--- src/hdl/gchps_pkg.sv ---
`default_nettype none
// ==========================================================
// Shared constants for global control and host port select
// ==========================================================
package gchps_pkg;

  // ==========================================================
  // Clock and reset timing
  // ==========================================================
  localparam int CLK_PERIOD_NS = 100;        // Core clock period, 10 MHz
  localparam int RST_MAX_NS = 2000;          // Longest hardware reset process
  // Longest time, so rounded down to whole cycles
  localparam int RST_MAX_CYCLES = RST_MAX_NS / CLK_PERIOD_NS;
  localparam int SYNC_STAGES = 2;            // Flip-flops in each pin synchroniser
  // Pin sync, FSM entry and output register eat into the budget
  localparam int RST_MARGIN_CYCLES = SYNC_STAGES + 2;
  localparam int RST_CNT_W = 5;              // Wide enough for the release count
  localparam logic [RST_CNT_W-1:0] RST_RELEASE_LAST =
    RST_CNT_W'(RST_MAX_CYCLES - RST_MARGIN_CYCLES - 1);
  localparam logic [RST_CNT_W-1:0] RST_CNT_RST = 5'h00;

  // ==========================================================
  // Default sizes
  // ==========================================================
  localparam int NUM_CHANNELS = 17;          // Line channels
  localparam int NUM_IRQ_SRC = 8;            // Interrupt sources
  localparam int GPIO_W = 2;                 // General purpose pins
  localparam int GCFG_W = 8;                 // Global configuration register width

  // ==========================================================
  // Field positions
  // ==========================================================
  localparam int GPIO_DIR_LSB = 0;           // Direction bits b1~0
  localparam int GPIO_LEVEL_LSB = 2;         // Level bits b3~2
  localparam int GPIO_REG_W = 4;
  localparam int INT_PIN_LSB = 2;            // Interrupt pin field b3~2
  localparam int INT_PIN_PP_BIT = 1;         // Field bit: 1 push-pull, 0 open drain
  localparam int INT_PIN_HIGH_BIT = 0;       // Field bit: 1 active high, 0 active low

  // ==========================================================
  // Values after reset
  // ==========================================================
  localparam logic PULLUP_OPEN = 1'b1;       // An open pulled-up strap reads high
  localparam logic RST_PIN_IDLE = 1'b1;      // Reset pin released
  localparam logic CS_IDLE = 1'b1;           // Chip select deasserted
  localparam logic OE_PIN_RST = 1'b0;        // Drivers off until the pin is seen

  // Device reset sequencer states
  typedef enum logic [1:0] {
    GCHPS_RST_HOLD = 2'b00,                  // Reset pin held low
    GCHPS_RST_RELEASE = 2'b01,               // Finishing the internal reset
    GCHPS_RST_RUN = 2'b10                    // Normal operation
  } gchps_rst_state_t;

endpackage
`default_nettype wire

--- src/hdl/gchps_gpio_if.sv ---
`default_nettype none
// ==========================================================
// General purpose pin control bundle
// ==========================================================
interface gchps_gpio_if #(
  parameter int W = 2
);
  logic [W-1:0] dir;       // 1 output, 0 input
  logic [W-1:0] level_wr;  // Level to drive when output
  logic [W-1:0] pin_in;    // Synchronised pin level
  logic [W-1:0] level_rd;  // Level seen by software
  logic [W-1:0] pin_out;   // Level driven on the pin
  logic [W-1:0] pin_oe_n;  // Low while the pin is driven

  // Pin logic side
  modport pin (
    input dir, level_wr, pin_in,
    output level_rd, pin_out, pin_oe_n
  );
  // Control side
  modport ctl (
    output dir, level_wr, pin_in,
    input level_rd, pin_out, pin_oe_n
  );
endinterface
`default_nettype wire

--- src/hdl/gchps_sync.sv ---
`default_nettype none
// ==========================================================
// Two flip-flop synchroniser for pin levels
// ==========================================================
module gchps_sync #(
  parameter int W = 1,
  parameter logic [W-1:0] RST_VAL = '0
) (
  input wire logic core_clk_i,
  input wire logic sys_rst_i,
  input wire logic [W-1:0] d_i,
  output logic [W-1:0] q_o
);
  // Both stages in one state word
  typedef struct packed {
    logic [W-1:0] s1;  // Metastable stage, read only by s2
    logic [W-1:0] s2;  // Settled stage
  } gchps_sync_state_t;

  gchps_sync_state_t st_r;
  gchps_sync_state_t st_nxt;

  // Shift pin level through both stages
  always_comb begin
    st_nxt = st_r;
    st_nxt.s1 = d_i;
    st_nxt.s2 = st_r.s1;
  end

  // Reset to the pin's idle level
  always_ff @(posedge core_clk_i or posedge sys_rst_i) begin
    if (sys_rst_i) begin
      st_r <= {RST_VAL, RST_VAL};
    end else begin
      st_r <= st_nxt;
    end
  end

  assign q_o = st_r.s2;
endmodule
`default_nettype wire

--- src/hdl/gchps_gpio.sv ---
`default_nettype none
// ==========================================================
// General purpose pins: direction and level
// ==========================================================
module gchps_gpio
  import gchps_pkg::*;
(
  input wire logic core_clk_i,
  input wire logic sys_rst_i,
  input wire logic dev_rst_i,
  gchps_gpio_if.pin gp
);
  // Registered pin drive and readback
  typedef struct packed {
    logic [GPIO_W-1:0] level_rd;
    logic [GPIO_W-1:0] pin_out;
    logic [GPIO_W-1:0] pin_oe_n;
  } gchps_gpio_state_t;

  gchps_gpio_state_t st_r;
  gchps_gpio_state_t st_nxt;

  // Per pin: drive or sense by its own direction bit
  always_comb begin
    st_nxt = st_r;
    for (int i = 0; i < GPIO_W; i++) begin
      st_nxt.pin_oe_n[i] = ~gp.dir[i] | dev_rst_i;
      st_nxt.pin_out[i] = gp.level_wr[i];
      // Output pins read back their driven level
      st_nxt.level_rd[i] = gp.dir[i] ? gp.level_wr[i] : gp.pin_in[i];
    end
  end

  // Pins float as inputs after reset
  always_ff @(posedge core_clk_i or posedge sys_rst_i) begin
    if (sys_rst_i) begin
      st_r <= '{level_rd: '0, pin_out: '0, pin_oe_n: '1};
    end else begin
      st_r <= st_nxt;
    end
  end

  assign gp.level_rd = st_r.level_rd;
  assign gp.pin_out = st_r.pin_out;
  assign gp.pin_oe_n = st_r.pin_oe_n;
endmodule
`default_nettype wire

--- src/hdl/gchps_top.sv ---
`default_nettype none
// ==========================================================
// Global control and host port select
// ==========================================================

// Notes on behaviour
// - Drivers enabled by pin, else all off
// - Pin gates only drivers, nothing else
// - Enable open: pin picks standard globally
// - Low means E1, open T1/J1
// - Each general pin has direction bit
// - Level bits report input, drive output
// - Low reset pulse, done within 2 us
// - Interrupt pin ORs unmasked pending sources
// - Config field picks drive and polarity
// - Host access only while select low
// - Ground serial port, supply parallel port
// - Each port uses its own pin group
// - Bus style: ground strobe, open separate
// - Multiplex select: ground plain, open muxed
module gchps_top
  import gchps_pkg::*;
#(
  parameter int NCH = NUM_CHANNELS,
  parameter int NIRQ = NUM_IRQ_SRC
) (
  input wire logic core_clk_i,
  input wire logic sys_rst_i,
  // Device pins
  input wire logic rst_pin_n_i,
  input wire logic line_drv_oe_pin_i,
  input wire logic hw_line_std_select_enable_i,
  input wire logic hw_line_std_select_i,
  input wire logic cs_n_i,
  input wire logic port_type_select_i,
  input wire logic parallel_bus_style_select_i,
  input wire logic bus_multiplex_select_i,
  input wire logic [GPIO_W-1:0] gpio_pin_i,
  output logic [GPIO_W-1:0] gpio_pin_o,
  output logic [GPIO_W-1:0] gpio_pin_oe_n_o,
  output logic int_pin_o,
  output logic int_pin_oe_n_o,
  // Register side, same clock
  input wire logic [NCH-1:0] channel_line_std_bit_i,
  input wire logic [NCH-1:0] line_drv_req_i,
  input wire logic [GPIO_REG_W-1:0] gpio_reg_i,
  input wire logic [GCFG_W-1:0] global_config_reg_i,
  input wire logic [NIRQ-1:0] irq_pending_i,
  input wire logic [NIRQ-1:0] irq_mask_i,
  // Results
  output logic [NCH-1:0] line_drv_en_o,
  output logic [NCH-1:0] line_std_t1_o,
  output logic [GPIO_W-1:0] gpio_level_o,
  output logic irq_active_o,
  output logic dev_rst_o,
  output logic host_access_en_o,
  output logic host_access_start_o,
  output logic serial_port_sel_o,
  output logic parallel_port_sel_o,
  output logic par_separate_strobes_o,
  output logic par_multiplexed_o
);

  // ==========================================================
  // Pin synchronisers
  // ==========================================================
  localparam int NPIN = 8;  // Single-bit pins grouped below

  logic [NPIN-1:0] pins_raw;  // Raw pin levels
  logic [NPIN-1:0] pins_s;    // Synchronised pin levels
  logic [GPIO_W-1:0] gpio_s;  // Synchronised general pins

  // Bit order of the grouped pins
  localparam int P_RST = 0;
  localparam int P_OE = 1;
  localparam int P_HWE = 2;
  localparam int P_HW = 3;
  localparam int P_CS = 4;
  localparam int P_PORT = 5;
  localparam int P_STYLE = 6;
  localparam int P_MUX = 7;

  assign pins_raw = {bus_multiplex_select_i, parallel_bus_style_select_i, port_type_select_i, cs_n_i,
                     hw_line_std_select_i, hw_line_std_select_enable_i, line_drv_oe_pin_i, rst_pin_n_i};

  localparam logic [NPIN-1:0] PIN_IDLE = {PULLUP_OPEN, PULLUP_OPEN, 1'b0, CS_IDLE,
                                          PULLUP_OPEN, PULLUP_OPEN, OE_PIN_RST, RST_PIN_IDLE};

  // Every pin crosses two flops before use
  gchps_sync #(
    .W(NPIN),
    .RST_VAL(PIN_IDLE)
  ) u_sync_pins (
    .core_clk_i(core_clk_i),
    .sys_rst_i(sys_rst_i),
    .d_i(pins_raw),
    .q_o(pins_s)
  );

  // General pins cross separately
  gchps_sync #(
    .W(GPIO_W),
    .RST_VAL('0)
  ) u_sync_gpio (
    .core_clk_i(core_clk_i),
    .sys_rst_i(sys_rst_i),
    .d_i(gpio_pin_i),
    .q_o(gpio_s)
  );

  // ==========================================================
  // State
  // ==========================================================
  typedef struct packed {
    gchps_rst_state_t rst_st;        // Reset sequencer
    logic [RST_CNT_W-1:0] rst_cnt;   // Release count
    logic cs_prev;                   // Select seen last cycle
    logic strap_parallel;            // Latched port type
    logic strap_sep_strobes;         // Latched bus style
    logic strap_muxed;               // Latched multiplex choice
    logic [NCH-1:0] drv_en;          // Line driver enables
    logic [NCH-1:0] std_t1;          // Line standard per channel
    logic irq_act;                   // Any unmasked source
    logic int_out;                   // Interrupt pin level
    logic int_oe_n;                  // Interrupt pin enable, low drives
    logic acc_en;                    // Host access window
    logic acc_start;                 // Access start pulse
  } gchps_top_state_t;

  gchps_top_state_t st_r;
  gchps_top_state_t st_nxt;

  logic in_reset;     // Internal reset still running
  logic int_pp;       // Push-pull interrupt pin
  logic int_act_high; // Interrupt asserted high
  logic int_level;    // Logical level for the pin

  assign in_reset = (st_r.rst_st != GCHPS_RST_RUN);
  assign int_pp = global_config_reg_i[INT_PIN_LSB + INT_PIN_PP_BIT];
  assign int_act_high = global_config_reg_i[INT_PIN_LSB + INT_PIN_HIGH_BIT];

  // ==========================================================
  // General pins
  // ==========================================================
  gchps_gpio_if #(.W(GPIO_W)) gp_if ();

  assign gp_if.dir = gpio_reg_i[GPIO_DIR_LSB +: GPIO_W];
  assign gp_if.level_wr = gpio_reg_i[GPIO_LEVEL_LSB +: GPIO_W];
  assign gp_if.pin_in = gpio_s;

  // Holds its pins released during the internal reset
  gchps_gpio u_gpio (
    .core_clk_i(core_clk_i),
    .sys_rst_i(sys_rst_i),
    .dev_rst_i(in_reset),
    .gp(gp_if.pin)
  );

  // ==========================================================
  // Next state
  // ==========================================================
  always_comb begin
    st_nxt = st_r;
    int_level = 1'b0;

    unique case (st_r.rst_st)
      GCHPS_RST_HOLD: begin
        // Wait for the pin to rise
        st_nxt.rst_cnt = RST_CNT_RST;
        if (pins_s[P_RST]) begin
          st_nxt.rst_st = GCHPS_RST_RELEASE;
        end
      end
      GCHPS_RST_RELEASE: begin
        // Fixed count keeps the whole process under the limit
        if (!pins_s[P_RST]) begin
          st_nxt.rst_st = GCHPS_RST_HOLD;
        end else if (st_r.rst_cnt == RST_RELEASE_LAST) begin
          st_nxt.rst_st = GCHPS_RST_RUN;
        end else begin
          st_nxt.rst_cnt = st_r.rst_cnt + 5'h01;
        end
      end
      GCHPS_RST_RUN: begin
        // A new low pulse restarts the reset sequence
        st_nxt.rst_cnt = RST_CNT_RST;
        if (!pins_s[P_RST]) begin
          st_nxt.rst_st = GCHPS_RST_HOLD;
        end
      end
      default: begin
        // Unused code falls back to holding
        st_nxt.rst_st = GCHPS_RST_HOLD;
        st_nxt.rst_cnt = RST_CNT_RST;
      end
    endcase

    // Straps are tied, so sample them only while in reset
    if (in_reset) begin
      st_nxt.strap_parallel = pins_s[P_PORT];
      st_nxt.strap_sep_strobes = pins_s[P_STYLE];
      st_nxt.strap_muxed = pins_s[P_MUX];
    end

    st_nxt.drv_en = pins_s[P_OE] ? line_drv_req_i : '0;

    if (pins_s[P_HWE]) begin
      st_nxt.std_t1 = {NCH{pins_s[P_HW]}};
    end else begin
      st_nxt.std_t1 = channel_line_std_bit_i;
    end

    st_nxt.irq_act = |(irq_pending_i & ~irq_mask_i) & ~in_reset;

    int_level = st_nxt.irq_act ~^ int_act_high;
    if (int_pp) begin
      // Push-pull: always driven
      st_nxt.int_out = int_level;
      st_nxt.int_oe_n = 1'b0;
    end else begin
      // Open drain: only ever pulls low
      st_nxt.int_out = 1'b0;
      st_nxt.int_oe_n = int_level;
    end

    st_nxt.cs_prev = pins_s[P_CS];
    st_nxt.acc_en = ~pins_s[P_CS] & ~in_reset;
    // each access opens with a falling select
    st_nxt.acc_start = st_r.cs_prev & ~pins_s[P_CS] & ~in_reset;
  end

  // ==========================================================
  // State register
  // ==========================================================
  always_ff @(posedge core_clk_i or posedge sys_rst_i) begin
    if (sys_rst_i) begin
      // Power-up runs the same release count as a pin reset
      st_r.rst_st <= GCHPS_RST_RELEASE;
      st_r.rst_cnt <= RST_CNT_RST;
      st_r.cs_prev <= CS_IDLE;
      st_r.strap_parallel <= 1'b0;
      st_r.strap_sep_strobes <= PULLUP_OPEN;
      st_r.strap_muxed <= PULLUP_OPEN;
      st_r.drv_en <= '0;
      st_r.std_t1 <= '0;
      st_r.irq_act <= 1'b0;
      st_r.int_out <= 1'b0;
      st_r.int_oe_n <= 1'b1;
      st_r.acc_en <= 1'b0;
      st_r.acc_start <= 1'b0;
    end else begin
      st_r <= st_nxt;
    end
  end

  // ==========================================================
  // Outputs
  // ==========================================================
  assign line_drv_en_o = st_r.drv_en;
  assign line_std_t1_o = st_r.std_t1;
  assign gpio_level_o = gp_if.level_rd;
  assign gpio_pin_o = gp_if.pin_out;
  assign gpio_pin_oe_n_o = gp_if.pin_oe_n;
  assign irq_active_o = st_r.irq_act;
  assign int_pin_o = st_r.int_out;
  assign int_pin_oe_n_o = st_r.int_oe_n;
  assign dev_rst_o = in_reset;
  assign host_access_en_o = st_r.acc_en;
  assign host_access_start_o = st_r.acc_start;

  assign serial_port_sel_o = ~st_r.strap_parallel;
  assign parallel_port_sel_o = st_r.strap_parallel;
  // Style choices mean nothing on the serial port
  assign par_separate_strobes_o = st_r.strap_parallel & st_r.strap_sep_strobes;
  assign par_multiplexed_o = st_r.strap_parallel & st_r.strap_muxed;

endmodule
`default_nettype wire

--- config.mk ---
export PLATFORM = sky130hd
export DESIGN_NAME = gchps_top
export DESIGN_NICKNAME = d
export VERILOG_FILES = /design/src/hdl/gchps_pkg.sv /design/src/hdl/gchps_gpio_if.sv /design/src/hdl/gchps_sync.sv /design/src/hdl/gchps_gpio.sv /design/src/hdl/gchps_top.sv
export SDC_FILE = /design/constraint.sdc
export NUM_CORES = 1
export LEC_CHECK = 0
export BUFFER_PORTS_ARGS = -buffer_cell sky130_fd_sc_hd__clkbuf_2
export CELL_PAD_IN_SITES_DETAIL_PLACEMENT = 1
export CELL_PAD_IN_SITES_GLOBAL_PLACEMENT = 2
export CORE_UTILIZATION = 31
export DETAILED_ROUTE_END_ITERATION = 6
export PLACE_DENSITY_LB_ADDON = 0.08
export RECOVER_POWER = 25
export SETUP_SLACK_MARGIN = 0.3
export SLEW_MARGIN = 25
export SYNTH_ARGS = -nofsm -noshare
export SYNTH_HDL_FRONTEND = slang
export SYNTH_SLANG_ARGS = --single-unit
--- constraint.sdc ---
create_clock -name core_clk_i -period 6.5 [get_ports core_clk_i]
set_clock_uncertainty 0.1 [all_clocks]
set_input_delay 1.3 -clock core_clk_i [delete_from_list [all_inputs] [get_ports core_clk_i]]
set_output_delay 1.3 -clock core_clk_i [all_outputs]
set_load 0.005 [all_outputs]
# Word level (Yosys, flattened, before mapping)
# Index checks and enable logic that the tools add are counted.
# word_totals
ff_bits	76
input_bits	74
out_inout_bits	50
wordCells	62
# op_classes
addsub	1
n_eq_ne	9
n_mux	12
bitwise	16
n_reduce_logical	4
# ops
operator	count
two-way mux 17 bit	2
one-hot mux 7 bit (3 select lines)	1
two-way mux 2 bit	5
two-way mux 5 bit	2
bitwise AND 8 bit	1
inverter 8 bit	1
OR reduction 8 bit	1
bitwise AND 1 bit	6
!= test 2 bit (second input constant)	3
adder 5 x 1 -> 5 bit (second input constant)	1
equality test 5 x 4 -> 1 bit (second input constant)	1
inverter 1 bit	5
!= test 2 x 1 -> 1 bit (second input constant)	2
!= test 3 bit (second input constant)	1
AND reduction 3 bit	1
equality test 2 x 1 -> 1 bit (second input constant)	1
equality test 2 bit (second input constant)	1
logical NOT 2 bit	1
two-way mux 1 bit	2
OR 1 bit	2
AND reduction 2 bit	1
bitwise XNOR 1 bit	1

# Depth between registers and ports, before layout
# logic_depth
ltp_word	6
mapped_depth	8
mapped_depth_nobuf	7

# Cells and area by module
# Synthesis repeated with hierarchy kept, for this count alone.
# unflattened
hier_cells	225
hier_area_um2	2874.0
# modules_own_cells
mod	n_inst	cells_each	area_each_um2	seq_area_each_um2
gchps_top	1	192	2152.1	1257.5
gchps_sync (u_sync_pins)	1	17	419.2	415.4
gchps_gpio	1	11	198.9	152.6
gchps_sync (u_sync_gpio)	1	5	103.8	100.1

# Worst setup path after synthesis
# No wires, ideal clock.
# synth_path
path_type	input port to flip-flop
from	in irq_pending_i[6]
to	reg st_r (netlist bit int_pin_oe_n_o)
setup_ns	0.085
arrival_ns	2.162
t_required_ns	6.315
path_slack_ns	4.154
path_stages	4
path_buffers	0
path_cell_list	inv_1 -> o22ai_1 -> o41a_1 -> mux2_1
# synth_rtl
element	line	source
start, declared	gchps_top.sv:48	input wire logic [NIRQ-1:0] irq_pending_i,
end signal, assigned	gchps_top.sv:252	st_r <= st_nxt;
end, declared	gchps_top.sv:130	gchps_top_state_t st_r;

# Worst setup path after layout
# layout_path
from	reg st_r[48] (netlist name)
to	out dev_rst_o
# layout_between
elab_chain_cells	1
# layout_rtl
element	line	source
!= test 2 bit	gchps_top.sv:138	assign in_reset = (st_r.rst_st != GCHPS_RST_RUN);
end, declared	gchps_top.sv:55	output logic dev_rst_o,
# No other way between the ends.

==> impl_results.html <==
<table>
<tr><th>Metric</th><th>Value</th></tr>
<tr><th colspan="2">Pwr</th></tr>
<tr><td>Combinational share of power</td><td>7.6%</td></tr>
<tr><td>Max rail drop VDD</td><td>116.9 uV</td></tr>
<tr><td>Clock share of power</td><td>36.9%</td></tr>
<tr><td>Sequential group share of total power</td><td>a little under three fifths</td></tr>
<tr><td>Static Leakage</td><td>0.001828 uW</td></tr>
<tr><td>Total power divided by cell area</td><td>267.6 nW/um^2</td></tr>
<tr><td>Int Pwr</td><td>around 710 uW</td></tr>
<tr><td>Total net switching power</td><td>between 200 and 250 uW</td></tr>
<tr><td>Share of total power consumed by net switching</td><td>22.71%</td></tr>
<tr><th colspan="2">Synthesis</th></tr>
<tr><td>Cell type contributing the most total cell area after synthesis</td><td>dfrtp_1</td></tr>
<tr><td>Most area-consuming cells after synthesis</td><td>dfrtp_1 (51%), dfstp_2 (18%), buf_4 (9.1%)</td></tr>
<tr><td>Average size of a mapped cell</td><td>roughly 12 sq um</td></tr>
<tr><td>Number of instances in the synthesized netlist</td><td>227</td></tr>
<tr><td>Synthesis warning total</td><td>0</td></tr>
<tr><td>Portion of the post-synthesis area used by sequential elements</td><td>68.55%</td></tr>
<tr><td>Share of Yosys cell area claimed by the top area cell type</td><td>between 50% and 60%</td></tr>
<tr><td>Cell area after technology mapping</td><td>2809 sq um</td></tr>
<tr><td>FF+latch count, synth</td><td>76</td></tr>
<tr><td>Count of different cell masters after synthesis</td><td>27</td></tr>
<tr><td>Nets in the synthesized netlist</td><td>303</td></tr>
<tr><th colspan="2">Job</th></tr>
<tr><td>Number of max-cap violations</td><td>0</td></tr>
<tr><th colspan="2">Floorplanning</th></tr>
<tr><td>I/O pin count</td><td>roughly 120</td></tr>
<tr><td>Row Count</td><td>34</td></tr>
<tr><td>Starting utilization of the core area</td><td>32.05%</td></tr>
<tr><td>Die Span Y</td><td>about 97 um</td></tr>
<tr><td>Die extent in x</td><td>97.19 um</td></tr>
<tr><td>DIE AREA</td><td>9446 sq um</td></tr>
<tr><td>Std-Cell Core Area</td><td>8763 sq um</td></tr>
<tr><th colspan="2">Clocking</th></tr>
<tr><td>Post-CTS Setup Inserts</td><td>0</td></tr>
<tr><td>CTS tree</td><td>done</td></tr>
<tr><td>Post-CTS Hold Fix Bufs</td><td>0</td></tr>
<tr><td>Insertion delay of the later-clocked pin in the worst-skew pair</td><td>340 ps</td></tr>
<tr><td>Post-cts resize count</td><td>0</td></tr>
<tr><td>Number of clock sinks seen by CTS</td><td>76</td></tr>
<tr><td>Root buffer selected by CTS</td><td>clkbuf_8</td></tr>
<tr><td># H-tree levels</td><td>3</td></tr>
<tr><td>Inserted Clock Buffers</td><td>9</td></tr>
<tr><td>Worst-path clk slew</td><td>80 ps</td></tr>
<tr><td>Max clock buf depth</td><td>2</td></tr>
<tr><th colspan="2">Drt</th></tr>
<tr><td>Via density per instance</td><td>4.067</td></tr>
<tr><td>Iteration-0 DRC Markers</td><td>36</td></tr>
<tr><td>Vias after detailed routing</td><td>about 1,800</td></tr>
<tr><td>Total detailed-routing wirelength</td><td>5324 um</td></tr>
<tr><td>DRC errors left</td><td>0</td></tr>
<tr><td>Post-detailed-route wirelength per cell</td><td>12.35 um</td></tr>
<tr><td>Detailed-router iteration count before antenna repair</td><td>4</td></tr>
<tr><td>Count of antenna-violating nets left after detailed routing</td><td>0</td></tr>
<tr><th colspan="2">Timing</th></tr>
<tr><td>Number of slew-limit violations in the final report</td><td>0</td></tr>
<tr><td>Number of failing hold endpoints at the final stage</td><td>0</td></tr>
<tr><td>Finish-stage setup viols</td><td>0</td></tr>
<tr><td>Final worst path period share</td><td>between 40% and 50%</td></tr>
<tr><td>Unrepaired setup endpoints after global routing</td><td>false</td></tr>
<tr><td>Final sum of negative setup slack</td><td>0 ps</td></tr>
<tr><td>Tmin final</td><td>~3000 ps</td></tr>
<tr><td>Worst-Margin Slew</td><td>682.5 ps</td></tr>
<tr><td>Max-slew headroom</td><td>54.50%</td></tr>
<tr><td>Max Clk Rate</td><td>approximately 340 MHz</td></tr>
<tr><th colspan="2">Placed design</th></tr>
<tr><td>Routability congestion estimate</td><td>0.6828</td></tr>
<tr><td>DP Wirelength</td><td>about 3800 um</td></tr>
<tr><td>Post-placement cell count</td><td>between 400 and 500</td></tr>
<tr><td>Instance area at placement</td><td>roughly 3300 sq um</td></tr>
<tr><td># port buffers</td><td>117</td></tr>
<tr><th colspan="2">Finish</th></tr>
<tr><td>Most frequent cells in the layout</td><td>clkbuf_2 (114), dfrtp_1 (57), inv_1 (28)</td></tr>
<tr><td>Proportion of layout cells with a drive suffix above 1</td><td>46.13%</td></tr>
<tr><td>Number of inserted filler cells in the final layout</td><td>approximately 990</td></tr>
<tr><td>Number of standard cells in the layout, taps in and fillers out</td><td>431</td></tr>
<tr><td>Register area</td><td>1926 sq um</td></tr>
<tr><td>Footprint of the multi-input gates</td><td>approximately 500 sq um</td></tr>
<tr><td>Final Cell Area</td><td>3455 sq um</td></tr>
<tr><td>Antenna diode count</td><td>0</td></tr>
<tr><td>Net count reported at finish</td><td>394</td></tr>
<tr><td>Commonest non-fill, non-tap cell in the layout</td><td>clkbuf_2</td></tr>
<tr><td>Syn-to-layout area delta</td><td>22.98%</td></tr>
<tr><th colspan="2">GRT</th></tr>
<tr><td>Number of global-route vias before repair</td><td>around 1,900</td></tr>
<tr><td>Total congestion overflow</td><td>0</td></tr>
<tr><td>Antenna violations before repair</td><td>0</td></tr>
<tr><td>Wire length of the first global-routing pass</td><td>between 9000 and 10,000 um</td></tr>
<tr><td>Largest net degree at the start of global routing</td><td>77</td></tr>
<tr><td>Aggregate global-route resource usage</td><td>between 10% and 20%</td></tr>
<tr><th colspan="2">Critical path</th></tr>
<tr><td>R2R Path Start</td><td>st_r[43]</td></tr>
<tr><td>Arr. time, crit path</td><td>1550 ps</td></tr>
<tr><td>Worst setup path startpoint</td><td>st_r[48]</td></tr>
<tr><td>Cells on worst reg2reg path</td><td>7</td></tr>
<tr><td>Critical R2R Capture</td><td>st_r[46]</td></tr>
<tr><td>Critical path capture point type</td><td>primary output</td></tr>
<tr><td>Kind of critical path</td><td>reg2out</td></tr>
<tr><td>R2R setup slack</td><td>about 4500 ps</td></tr>
<tr><td>Required time of the critical path</td><td>5100 ps</td></tr>
<tr><td>Critical path peak fanout</td><td>7</td></tr>
<tr><td>Nature of the critical path startpoint</td><td>register</td></tr>
<tr><td>End point of the critical path</td><td>dev_rst_o</td></tr>
<tr><th colspan="2">Run status</th></tr>
<tr><td>Run status</td><td>finished clean</td></tr>
<tr><th colspan="2">Worst hold path</th></tr>
<tr><td>Classification of the worst-slack hold path</td><td>reg2reg</td></tr>
</table>
## area by class of cell
type                    count  area share, %
flip-flops and latches     76          55.74
inverters                  30          3.296
well taps                 108          3.912
clock buffers              11          3.803
clock inverters             5          1.594
multi-input cells          83          14.49
repair buffers            118          17.17
## cells in the mapped netlist
library cell / instances
dfrtp_1: 57
buf_4: 34
inv_1: 28
and2_1: 20
dfstp_2: 19
o21ai_0: 18
nand2_1: 12
nor2_1: 7
clkbuf_1: 4
o22ai_1: 4
a211oi_1: 2
ha_1: 2
mux2_2: 2
mux2i_1: 2
nand2b_1: 2
nor2b_1: 2
xor2_1: 2
a21oi_1: 1
and2b_1: 1
and3_1: 1
clkinv_1: 1
inv_2: 1
mux2_1: 1
nand3b_1: 1
nand4_1: 1
o41a_1: 1
xnor2_1: 1
## worst min-delay path by stage
stage | startpoint | end | slack, ps | depth (start not counted)
floorplan | u_sync_gpio.st_nxt[0] | u_sync_gpio.q_o[0] | 230 | 0
global placement | u_sync_gpio.st_nxt[0] | u_sync_gpio.q_o[0] | 230 | 0
detailed placement | u_sync_pins.st_nxt[5] | u_sync_pins.q_o[5] | 240 | 0
CTS | u_sync_pins.st_nxt[5] | u_sync_pins.q_o[5] | 260 | 0
global route | u_sync_pins.st_nxt[4] | u_sync_pins.q_o[4] | 260 | 0
finish | u_sync_pins.st_nxt[5] | u_sync_pins.q_o[5] | 250 | 0
## stage by stage
stage | utilization [%] | hold WS (ps) | total power, uW | setup WS [ps]
after floorplan | - | 231.2 | 566.3 | 3193
after global placement | 37.29 | 232.6 | 593.2 | 4001
after detailed placement | 37.29 | 236.2 | 595.6 | 4008
after CTS | 39.42 | 255.4 | 946.4 | 3609
after global routing | 39.42 | 260.7 | 975.1 | 3408
final | 39.42 | 251.7 | 924.3 | 3550
## registers in the layout, summed over array words and instances (netlist names)
signal               cells
host_access_en_o         1
parallel_port_sel_o      1
u_gpio.gp.pin_oe_n       2
int_pin_oe_n_o           1
int_pin_o                1
u_sync_gpio.st_nxt       2
line_std_t1_o           17
u_sync_gpio.q_o          2
host_access_start_o      1
line_drv_en_o           17
st_r                    10
u_gpio.gp.level_rd       2
u_gpio.gp.pin_out        2
irq_active_o             1
u_sync_pins.st_nxt       8
u_sync_pins.q_o          8
## power groups by stage
stage               sequential, uW  clock, uW  combinational [uW]
finish                         512        341                70.5
global route                   516        378                81.9
CTS                            513        359                73.8
detailed placement             522          0                73.7
global placement               521          0                72.3
floorplan                      518          0                48.4
## cells by family (layout without fill, tap and decap cells)
| logic type | after synthesis | count (layout) | share of synthesized area, % |
|---|---|---|---|
| buffers and inverters | 68 | 164 | 13.63 |
| adders and majority gates | 2 | 2 | 0.8907 |
| and+or+nand+nor | 47 | 47 | 8.865 |
| AOI/OAI and AO/OA | 26 | 26 | 5.211 |
| DFF | 76 | 76 | 68.55 |
| xor gates and xnor gates | 3 | 3 | 0.9356 |
| muxes | 5 | 5 | 1.915 |
## critical path: stages, from the launching register on
cell      delay [ps]
dfstp_1          570
and2b_1          260
inv_1            220
clkbuf_2         160
## routing by layer
layer	routed length [um]	GRT usage [%]	vias to the layer above
met5	0	0	-
met4	82	4.592	0
li1	-	-	844
met2	2651	19.88	68
met3	477	6.187	9
met1	2112	14.19	832
(Power assumes the default switching activity.)
